## config.mk

```make
export PLATFORM = sky130hd
export DESIGN_NAME = acr_top
export DESIGN_NICKNAME = d
export VERILOG_FILES = /design/src/hdl/acr_pkg.sv /design/src/hdl/acr_conv_core.sv /design/src/hdl/acr_top.sv
export VERILOG_INCLUDE_DIRS = /design/src /design/src/hdl
export SDC_FILE = /design/constraint.sdc
export NUM_CORES = 1
export LEC_CHECK = 0
export ABC_AREA = 1
export BUFFER_PORTS_ARGS = -buffer_cell sky130_fd_sc_hd__buf_2
export CAP_MARGIN = 20
export CORE_MARGIN = 10
export CORE_UTILIZATION = 40
export CTS_CLUSTER_SIZE = 40
export DETAILED_ROUTE_END_ITERATION = 12
export PLACE_DENSITY_LB_ADDON = 0.3
export SLEW_MARGIN = 15
export SYNTH_ARGS = -nofsm -noshare
export SYNTH_HDL_FRONTEND = slang
export SYNTH_SLANG_ARGS = --single-unit
export TNS_END_PERCENT = 20
```

## constraint.sdc

```tcl
create_clock -name pclk -period 1.7 [get_ports pclk]
set_clock_uncertainty 0.2 [all_clocks]
set_input_delay 0.085 -clock pclk [delete_from_list [all_inputs] [get_ports pclk]]
set_output_delay 0.085 -clock pclk [all_outputs]
set_load 0.03 [all_outputs]
```

## src/hdl/acr_defs.svh

```systemverilog
// constants of the converter control block: register offsets, field positions, reset values, timing
// assumes inclusion by bare name from the package and the design modules
`ifndef ACR_DEFS_SVH
`define ACR_DEFS_SVH
`define ACR_OFS_STATUS_CONTROL_ONE 12'h000
`define ACR_OFS_MODE_CONFIG 12'h004
`define ACR_OFS_RESULT_HIGH 12'h008
`define ACR_OFS_RESULT_LOW 12'h00C
`define ACR_CH_LSB 0
`define ACR_CH_MSB 4
`define ACR_CONT_BIT 5
`define ACR_IE_BIT 6
`define ACR_FLAG_BIT 7
`define ACR_MODE_LSB 0
`define ACR_MODE_MSB 1
`define ACR_CLKSEL_BIT 2
`define ACR_CH_OFF 5'h1F
`define ACR_CTRL_RESET 7'h1F
`define ACR_MODE_RESET 2'h0
`define ACR_CONV_CYCLES 16
`define ACR_SAMPLE_W 12
`endif

```

## src/hdl/acr_pkg.sv

```systemverilog
// types shared by the converter control block
// assumes acr_defs.svh on the include path
`include "acr_defs.svh"
package acr_pkg;
   typedef enum logic [1:0] {
      ACR_MODE_8 = 2'h0,
      ACR_MODE_10 = 2'h1,
      ACR_MODE_12 = 2'h2,
      ACR_MODE_RSV = 2'h3
   } acr_mode_e;
   typedef struct packed {
      logic int_enable;
      logic continuous;
      logic [4:0] channel;
   } acr_ctrl_s;
   typedef enum logic [1:0] {
      ACR_ST_IDLE = 2'b01,
      ACR_ST_RUN = 2'b10
   } acr_state_e;
endpackage

```

## src/hdl/acr_conv_core.sv

```systemverilog
// conversion sequencer: counts conversion clock ticks and hands back one sample per conversion
// assumes tick and sample are already in the pclk domain
`timescale 1ns/1ps
`include "acr_defs.svh"
module acr_conv_core
   import acr_pkg::*;
#(
   parameter int CONV_CYCLES = `ACR_CONV_CYCLES
) (
   input wire logic pclk,
   input wire logic presetn,
   input wire logic start,
   input wire logic stop,
   input wire logic continuous,
   input wire logic tick,
   input wire logic [`ACR_SAMPLE_W-1:0] sample,
   output logic done,
   output logic [`ACR_SAMPLE_W-1:0] data
);
   // the tick counter is 16 bits wide
   if (CONV_CYCLES < 1 || CONV_CYCLES > 65535) begin : g_bad_cycles
      $error("acr_conv_core: CONV_CYCLES out of range");
   end
   acr_state_e state;
   logic [15:0] count;
   logic last;
   assign last = tick && (count == 16'(CONV_CYCLES - 1));
   always_ff @(posedge pclk or negedge presetn) begin
      if (!presetn) begin
         state <= ACR_ST_IDLE;
         count <= 16'h0000;
      end else if (start) begin
         // a control write restarts the sequence on the new channel
         state <= ACR_ST_RUN;
         count <= 16'h0000;
      end else if (stop) begin
         state <= ACR_ST_IDLE;
         count <= 16'h0000;
      end else begin
         unique case (state)
            ACR_ST_IDLE: begin
               count <= 16'h0000;
            end
            ACR_ST_RUN: begin
               if (last) begin
                  count <= 16'h0000;
                  state <= continuous ? ACR_ST_RUN : ACR_ST_IDLE;
               end else if (tick) begin
                  count <= count + 16'h0001;
               end
            end
         endcase
      end
   end
   always_ff @(posedge pclk or negedge presetn) begin
      if (!presetn) begin
         done <= 1'b0;
         data <= 12'h000;
      end else begin
         done <= (state == ACR_ST_RUN) && last && !start && !stop;
         if ((state == ACR_ST_RUN) && last) begin
            data <= sample;
         end
      end
   end
endmodule

```

## src/hdl/acr_top.sv

```systemverilog
// converter control, completion flag and coherent result read-out behind an APB slave
// assumes an APB master on pclk; conversion clock pin and sample pins are asynchronous
//
// Decided for this implementation: the register offsets and the APB register port.
`timescale 1ns/1ps
`include "acr_defs.svh"
// Overview of operation
// - control write clears flag; late completion survives
// - interrupt follows flag and enable after write
// - high byte read freezes low byte outside eight-bit mode
// - high read during completion keeps older low
// - eight-bit mode reads whole result directly
// - single mode keeps result until restart
// - conversion clock from bus or asynchronous pin
// - continuous mode; control write retargets sequence
module acr_top
   import acr_pkg::*;
#(
   parameter int CONV_CYCLES = `ACR_CONV_CYCLES
) (
   input wire logic pclk,
   input wire logic presetn,
   input wire logic psel,
   input wire logic penable,
   input wire logic pwrite,
   input wire logic [11:0] paddr,
   input wire logic [31:0] pwdata,
   output logic [31:0] prdata,
   output logic pready,
   output logic pslverr,
   input wire logic conv_clk_pin,
   input wire logic [`ACR_SAMPLE_W-1:0] sample_pin,
   output logic [4:0] channel_select,
   output logic conversion_irq
);
   // the sequencer counts conversion ticks in 16 bits
   if (CONV_CYCLES < 1 || CONV_CYCLES > 65535) begin : g_bad_cycles
      $error("acr_top: CONV_CYCLES out of range");
   end

   acr_ctrl_s converter_status_control_one;
   acr_mode_e mode;
   logic clock_select;
   logic conversion_complete_flag;
   logic [11:0] conversion_result_register;
   logic [7:0] low_frozen;
   logic low_is_frozen;
   logic clk_s1, clk_s2, clk_s3;
   logic [`ACR_SAMPLE_W-1:0] samp_s1, samp_s2, samp_s3;
   logic [`ACR_SAMPLE_W-1:0] samp_held;
   logic tick;
   logic conv_done;
   logic [11:0] conv_data;
   logic setup, access;
   logic wr_ctrl, wr_mode, rd_high, rd_low;
   logic [7:0] res_high, res_low;
   logic [11:0] next_result;
   logic mapped;

   // two-stage synchronisers plus a third stage; the second and third stages feed logic
   always_ff @(posedge pclk or negedge presetn) begin
      if (!presetn) begin
         clk_s1 <= 1'b0;
         clk_s2 <= 1'b0;
         clk_s3 <= 1'b0;
         samp_s1 <= 12'h000;
         samp_s2 <= 12'h000;
         samp_s3 <= 12'h000;
      end else begin
         clk_s1 <= conv_clk_pin;
         clk_s2 <= clk_s1;
         clk_s3 <= clk_s2;
         samp_s1 <= sample_pin;
         samp_s2 <= samp_s1;
         samp_s3 <= samp_s2;
      end
   end

   // the sample word crosses as a plain bus; it is taken only when two successive copies agree,
   // so bits caught mid-change never reach the result; a pin that never settles keeps the old word
   always_ff @(posedge pclk or negedge presetn) begin
      if (!presetn) begin
         samp_held <= 12'h000;
      end else if (samp_s2 == samp_s3) begin
         samp_held <= samp_s2;
      end
   end

   // asynchronous conversion clock is seen as its rising edges; pin must run below pclk/2
   // on the bus clock every cycle is a conversion tick
   assign tick = clock_select ? (clk_s2 && !clk_s3) : 1'b1;

   assign setup = psel && !penable;
   assign access = psel && penable && pready;
   assign wr_ctrl = access && pwrite && (paddr == `ACR_OFS_STATUS_CONTROL_ONE);
   assign wr_mode = access && pwrite && (paddr == `ACR_OFS_MODE_CONFIG);
   // read side effects act at setup, the same edge that captures read data
   assign rd_high = setup && !pwrite && (paddr == `ACR_OFS_RESULT_HIGH);
   assign rd_low = setup && !pwrite && (paddr == `ACR_OFS_RESULT_LOW);
   // only the four aligned words decode; anything else is refused
   assign mapped = (paddr == `ACR_OFS_STATUS_CONTROL_ONE) || (paddr == `ACR_OFS_MODE_CONFIG) ||
                   (paddr == `ACR_OFS_RESULT_HIGH) || (paddr == `ACR_OFS_RESULT_LOW);

   acr_conv_core #(
      .CONV_CYCLES(CONV_CYCLES)
   ) u_core (
      .pclk(pclk),
      .presetn(presetn),
      .start(wr_ctrl && (pwdata[`ACR_CH_MSB:`ACR_CH_LSB] != `ACR_CH_OFF)),
      .stop(wr_ctrl && (pwdata[`ACR_CH_MSB:`ACR_CH_LSB] == `ACR_CH_OFF)),
      .continuous(converter_status_control_one.continuous),
      .tick(tick),
      .sample(samp_held),
      .done(conv_done),
      .data(conv_data)
   );

   // result is right aligned at the width of the selected mode
   always_comb begin
      unique case (mode)
         ACR_MODE_8: next_result = {4'h0, conv_data[11:4]};
         ACR_MODE_10: next_result = {2'h0, conv_data[11:2]};
         default: next_result = conv_data;
      endcase
   end

   always_ff @(posedge pclk or negedge presetn) begin
      if (!presetn) begin
         converter_status_control_one <= acr_ctrl_s'(`ACR_CTRL_RESET);
         channel_select <= `ACR_CH_OFF;
      end else if (wr_ctrl) begin
         converter_status_control_one.channel <= pwdata[`ACR_CH_MSB:`ACR_CH_LSB];
         converter_status_control_one.continuous <= pwdata[`ACR_CONT_BIT];
         converter_status_control_one.int_enable <= pwdata[`ACR_IE_BIT];
         channel_select <= pwdata[`ACR_CH_MSB:`ACR_CH_LSB];
      end
   end

   always_ff @(posedge pclk or negedge presetn) begin
      if (!presetn) begin
         mode <= acr_mode_e'(`ACR_MODE_RESET);
         clock_select <= 1'b0;
      end else if (wr_mode) begin
         mode <= acr_mode_e'(pwdata[`ACR_MODE_MSB:`ACR_MODE_LSB]);
         clock_select <= pwdata[`ACR_CLKSEL_BIT];
      end
   end

   // result only moves on a completed conversion
   always_ff @(posedge pclk or negedge presetn) begin
      if (!presetn) begin
         conversion_result_register <= 12'h000;
      end else if (conv_done) begin
         conversion_result_register <= next_result;
      end
   end

   // completion beats the clear of a control write in the same cycle
   always_ff @(posedge pclk or negedge presetn) begin
      if (!presetn) begin
         conversion_complete_flag <= 1'b0;
      end else if (conv_done) begin
         conversion_complete_flag <= 1'b1;
      end else if (wr_ctrl) begin
         conversion_complete_flag <= 1'b0;
      end
   end

   always_ff @(posedge pclk or negedge presetn) begin
      if (!presetn) begin
         conversion_irq <= 1'b0;
      end else begin
         // follows the registered flag, so a flag kept by a late completion fires right after the write
         conversion_irq <= conversion_complete_flag && converter_status_control_one.int_enable;
      end
   end

   // low byte latch: captures the pre-update value, so a completion in the read cycle cannot mix bytes
   // limitation: a second high read before the low read latches again and drops the first pair
   always_ff @(posedge pclk or negedge presetn) begin
      if (!presetn) begin
         low_frozen <= 8'h00;
         low_is_frozen <= 1'b0;
      end else if (rd_high && (mode != ACR_MODE_8)) begin
         low_frozen <= conversion_result_register[7:0];
         low_is_frozen <= 1'b1;
      end else if (rd_low || (mode == ACR_MODE_8)) begin
         low_is_frozen <= 1'b0;
      end
   end

   assign res_high = (mode == ACR_MODE_8) ? 8'h00 : {4'h0, conversion_result_register[11:8]};
   assign res_low = low_is_frozen ? low_frozen : conversion_result_register[7:0];

   // answer registered: pready rises in the first access cycle
   // every setup is answered at once, so there are no wait states; unmapped offsets read as zero
   always_ff @(posedge pclk or negedge presetn) begin
      if (!presetn) begin
         pready <= 1'b0;
         pslverr <= 1'b0;
         prdata <= 32'h0000_0000;
      end else begin
         pready <= setup;
         pslverr <= setup && !mapped;
         if (setup && !pwrite) begin
            unique case (paddr)
               `ACR_OFS_STATUS_CONTROL_ONE: begin
                  prdata <= {24'h000000, conversion_complete_flag,
                             converter_status_control_one.int_enable,
                             converter_status_control_one.continuous,
                             converter_status_control_one.channel};
               end
               `ACR_OFS_MODE_CONFIG: prdata <= {29'h0, clock_select, mode};
               `ACR_OFS_RESULT_HIGH: prdata <= {24'h000000, res_high};
               `ACR_OFS_RESULT_LOW: prdata <= {24'h000000, res_low};
               default: prdata <= 32'h0000_0000;
            endcase
         end
      end
   end
endmodule

```

; ---- Yosys cells after proc, flatten, opt, wreduce, memory -nomap -nowiden
; Index checks and enable logic that the tools add are counted.
; W data, S select, Z words.
[totals]
elab_cells = 92
register_bits = 149
in_bits = 62
[classes]
n_mux = 19
reduce_logical = 37
eq_ne = 11
addsub = 1
[op_table]
columns = cell, n
row1 = $mux W16, 4
row2 = $pmux W16 S2, 1
row3 = $pmux W8 S4, 1
row4 = $eq A12 B4 Y1 const B, 2
row5 = $pmux W12 S2, 1
row6 = $logic_and A1 B1 Y1, 19
row7 = $add A16 B1 Y16 const B, 1
row8 = $eq A16 B4 Y1 const B, 1
row9 = $eq A12 B12 Y1, 1
row10 = $eq A12 B3 Y1 const B, 1
row11 = $logic_not A12 Y1, 1
row12 = $mux W2, 5
row13 = $mux W8, 1
row14 = $logic_not A1 Y1, 6
row15 = $reduce_bool A2 Y1, 3
row16 = $reduce_bool A3 Y1, 2
row17 = $eq A5 B5 Y1 const B, 1
row18 = $mux W1, 5
row19 = $ne A5 B1 Y1 const B, 1
row20 = $ne A5 B5 Y1 const B, 1
row21 = $eq A2 B1 Y1 const B, 2
row22 = $logic_or A1 B1 Y1, 4
row23 = $mux W4, 1
row24 = $eq A2 B2 Y1 const B, 1
row25 = other kinds (2), 2

; ---- Depth between registers and ports, before layout
[logic_depth]
word_depth = 8
depth_mapped = 10
mapped_depth_nobuf = 10

; ---- Cells and area by module
; From an unflattened synthesis, not the netlist that was laid out.
[hier_totals]
hier_cells = 682
hier_area_um2 = 5953.2
[modules_own_cells]
columns = mod, seq_area_each_um2, instances, area_per_inst_um2, cells_per_inst
row1 = acr_top, 2358.5, 1, 4142.7, 441
row2 = acr_conv_core, 777.0, 1, 1810.5, 241

; ---- Worst setup path after synthesis
; OpenSTA, ideal clock, no wires.
[synth_path]
kind = register -> register
start = register pready
end = register u_core.count[8]
stages_incl_launch_ff = 9
synth_period_minus_slack_ns = 1.672
slack_ns = 0.028
t_arrival_ns = 1.353
setup_time_ns = 0.120
n_path_buf = 1
cell_sequence = dfrtp_1 nand4_4 inv_2 nand3_4 nand3_4 inv_4 buf_6 nand2_1 nand2_1
[synth_between]
elab_chain_cells = 6
word_cells_on_any_way = 8
cone_classes = 1 x eq/ne / 2 x mux / 5 x reduce/logical
[synth_rtl]
columns = element, line_no
row1 = "start, declared", acr_top.sv:29  ; output logic pready,
row2 = "start signal, assigned", acr_top.sv:203  ; pready <= setup;
row3 = $logic_and A1 B1 Y1 (*), acr_top.sv:94  ; assign access = psel && penable && pready;
row4 = $logic_and A1 B1 Y1 (*) (2 in series), acr_top.sv:95  ; assign wr_ctrl = access && pwrite && (paddr == `ACR_OFS_STATUS_CONTROL_ONE);
row5 = $logic_and A1 B1 Y1, acr_top.sv:110  ; .stop(wr_ctrl && (pwdata[`ACR_CH_MSB:`ACR_CH_LSB] == `ACR_CH_OFF)),
row6 = $mux W16, acr_conv_core.sv:36  ; end else if (stop) begin
row7 = $mux W16, acr_conv_core.sv:32  ; end else if (start) begin
row8 = "end signal, assigned", acr_conv_core.sv:49  ; count <= count + 16'h0001;
row9 = "end, declared", acr_conv_core.sv:25  ; logic [15:0] count;
; Every way passes the cells marked *; elsewhere a longest branch is shown, timed or not.
; A chain may end at the register's enable or synchronous reset.

; ---- Worst setup path in the final report
[layout_path]
start = register u_core.count[15]
end = register u_core.data[4]
[layout_between]
elab_chain_cells = 3
[layout_rtl]
columns = element, line_no
row1 = $eq A16 B4 Y1, acr_conv_core.sv:27  ; assign last = tick && (count == 16'(CONV_CYCLES - 1));
row2 = $logic_and A1 B1 Y1, acr_conv_core.sv:27
row3 = $logic_and A1 B1 Y1, acr_conv_core.sv:61  ; if ((state == ACR_ST_RUN) && last) begin
row4 = "end signal, assigned", acr_conv_core.sv:62  ; data <= sample;
row5 = "end, declared", acr_conv_core.sv:18  ; output logic [`ACR_SAMPLE_W-1:0] data
; Every way passes these cells.

==> results.yml <==
setup_path:
  slowest_delay_ns: 0.41
  crit_path_top_delay_cell: "dfrtp_1"
  cp.arrival_ns: 1.76
  crit_buf_inv: 1
  endpoint_kind: "flop"
  cp.required_ns: 1.80
  timing.rr.start: "u_core.count[15]$_DFFE_PN0P_"
  path_delay_family: "simple AND/OR/NAND/NOR gates"
  cp_max_fo: 6
  crit_path_cell_trace: "nor2_2 > nand2_2 > nor3_4 > nand3_4 > clkbuf_16 > nand2_1 > o21ai_1"
  start_kind: "flop"
  startpoint: "u_core.count[15]$_DFFE_PN0P_"
  critical_path_class: "flop to flop"
drt:
  wirelength_um: 12700
  viasPerCell: 4.66
  drtAntennaViolNets: 0
  drc: 0
  vias: 4591
  firstDrtPassIters: 5
  drtIter0Drc: 315
  post_drt_wl_per_cell_um: 12.9
hold_path:
  hold_path.class: "primary input to flop"
  worstHoldStart: "paddr[0]"
die:
  core.rowCount: 43
  ioPinCount: 102
  die_w_um: 141
  dieArea_um2: 19800
  coreArea_um2: 14000
  initial_utilization: 0.414
  dieHeight_um: 141
outcome:
  status: "completed"
cts:
  cts_sinks: 125
  root_buffer: "clkbuf_16"
  path_clk_slew_ns: 0.06
  htreeDepth: 4
  cts-buffers-inserted: 17
  clock_path_buffers: 2
  cts_tree: "built"
  clk_latency_ns: 0.41
layout:
  drive_above_1_share: 0.230
  fillCellCount: 1226
  n_antenna_cell: 0
  fin_nets: 856
  stdcell_count: 985
  areaGrowthSynthToFinish_pct: 27.7
place:
  io_buffers: 52
  gp_congestion: 0.932
  dpl_worst_slack_ns: -0.00758
  placed_cells: 912
  dp_hpwl_um: 8850
synth:
  synthArstFlopShare: 1.00
  netlist_area_um2: 5810
  ys_warn_count: 0
  ys_ff_latch: 125
  ys_types: 38
  synth_edf_count: 0
  synth_area_leaders: "dfrtp_1, nand2_1, inv_1, nand3_1, buf_4"
  netlist.area_leader.share: 0.512
  synth-main-ff-cell: "dfrtp_1"
  syn_inst: 666
  ys_seq_area_frac: 0.539
  syn_area_per_cell_um2: 8.73
  yosysTopAreaCell: "dfrtp_1"
grt:
  met2_usage: 0.198
  antenna_found_initial: 0
  grt_max_degree: 48
  grt_most_used_layer: "met2"
  grtUsageMet1: 0.154
  met3_usage: 0.0473
  overflow: 0
  grt_pass1_vias: 4447
  grt_pass1_wl_um: 20800
  grtUsageTotal: 0.127
timing:
  post-route-period-util: 0.976
  finalMaxSlewViolations: 0
  finalSetupTns_ns: 0
  setup_viol: 0
  rsz0062_at_grt: "true"
  finalHoldViolations: 0
  fmax_mhz: 602
  worst_slack_ns: 0.0400
  period_minus_slack_ns: 1.66
power_and_ir_drop:
  p_per_area_nw_per_um2: 1050
  power.total_uw: 7770
  p_leak_uw: 0.00375
  peakVddDrop_v: 0.00101
run:
  drv_cap: 0
[layer usage]
layer,share of wire,up-vias
met5,0,-
met1,0.45,2106
met4,0.012,0
li1,-,2325
met2,0.46,146
met3,0.078,14
[cell type report]
class	instances	area (um2)	area share
Inverter	83	317	0.0426
Tap cell	180	225	0.0303
Multi-Input combinational cell	439	2220	0.299
Clock buffer	19	443	0.0596
Timing Repair Buffer	127	996	0.134
Sequential cell	125	3140	0.422
Clock inverter	12	90.1	0.0121
[cells by family (layout without fill, tap and decap cells)]
kind of cell    after synthesis  after routing  share of synthesized area
compound gates               78             78                     0.0751
xor+xnor                     17             17                     0.0256
fa+ha+maj                     1              1                    0.00215
buf+inv                     125            241                      0.106
flops                       125            125                      0.539
other cells                   1             24                   0.000645
simple gates                319            319                      0.251
[worst reg2reg max path, stage by stage, from the launching register on]
cell,delay (ns)
dfrtp_1,0.41
nor2_2,0.13
nand2_2,0.10
nor3_4,0.24
nand3_4,0.16
clkbuf_16,0.19
nand2_1,0.05
o21ai_1,0.06
[state kept, by name (all words and copies together) (netlist names), 7 cells and up]
| name | count |
|---|---|
| u_core.data | 12 |
| samp_s2 | 12 |
| low_frozen | 8 |
| samp_s1 | 12 |
| prdata | 8 |
| samp_s3 | 12 |
| converter_status_control_one | 7 |
| conversion_result_register | 12 |
| samp_held | 12 |
| u_core.count | 16 |
[Yosys cell counts, types with 2 or more instances]
cell	count
a21oi_1	8
buf_2	4
buf_4	30
buf_6	3
clkbuf_1	5
dfrtp_1	119
dfstp_2	6
inv_1	78
inv_2	2
inv_4	2
nand2_1	187
nand2_2	3
nand2_4	3
nand3_1	50
nand3_2	2
nand3_4	2
nand3b_1	3
nand4_1	11
nor2_1	43
nor2_2	2
nor2_4	3
nor2_8	2
nor3_1	5
o21ai_0	41
o21ai_1	14
o21ai_2	8
o221ai_1	2
o22ai_1	3
xnor2_1	13
xor2_1	4
[power breakdown]
group	switching [uW]	total [uW]	internal [uW]
Sequential	140	3300	3160
Clock	1330	3230	1900
Combinational	715	1250	531
Total	2180	7770	5590
[through the flow]
stage / hold WS, ns / utilization / cell area (um2)
floorplan: -0.411 / - / 5900
global placement: -0.116 / 0.454 / 6370
detailed placement: -0.119 / 0.454 / 6370
CTS: 0.00187 / 0.513 / 7200
global route: 0.0340 / 0.529 / 7430
finish: 0.0133 / 0.529 / 7430
[path summary, 6_finish.rpt]
check | endpoint | slack, ns | depth (start not counted)
worst max-delay path | u_core.data[4]$_DFFE_PN0P_ | 0.04 | 7
worst min-delay path | converter_status_control_one[4]$_DFFE_PN1N_ | 0.01 | 8
worst max register to register | u_core.data[4]$_DFFE_PN0P_ | 0.04 | 7
worst min register to register | samp_s2[4]$_DFF_PN0_ | 0.15 | 0
max in group asynchronous | u_core.count[5]$_DFFE_PN0P_ | 0.15 | 4
min in group asynchronous | prdata[1]$_DFFE_PN0N_ | 0.53 | 3
[placed cells by master, fill, tap and decap left out, drive strengths merged]
| master | synthesis | routed |
|---|---|---|
| dlymetal6s4s | 0 | 2 |
| nor3 | 6 | 6 |
| dlygate4sd3 | 0 | 27 |
| clkinvlp | 0 | 3 |
| ha | 1 | 1 |
| nand4 | 12 | 12 |
| conb | 1 | 24 |
| o21a | 1 | 1 |
| nand3b | 3 | 3 |
| clkinv | 1 | 7 |
| xor2 | 4 | 4 |
| xnor2 | 13 | 13 |
| inv | 82 | 85 |
| nor2 | 50 | 50 |
| o22ai | 3 | 3 |
| dfstp | 6 | 6 |
| o221ai | 2 | 2 |
| nand3 | 54 | 54 |
| clkbuf | 5 | 21 |
| buf | 37 | 96 |
| o21bai | 1 | 1 |
| a21oi | 8 | 8 |
| nand2 | 193 | 193 |
| dfrtp | 119 | 119 |
| and3 | 1 | 1 |
| o21ai | 63 | 63 |
[timing repair]
action,CTS,global route
gates cloned,0,2
pin swaps,1,8
setup endpoints to repair,10,37
hold endpoints to repair,158,0
hold buffers,29,0
gates resized for setup,1,27
buffers inserted,0,11
Note: power is estimated with default switching activity, not from simulation.
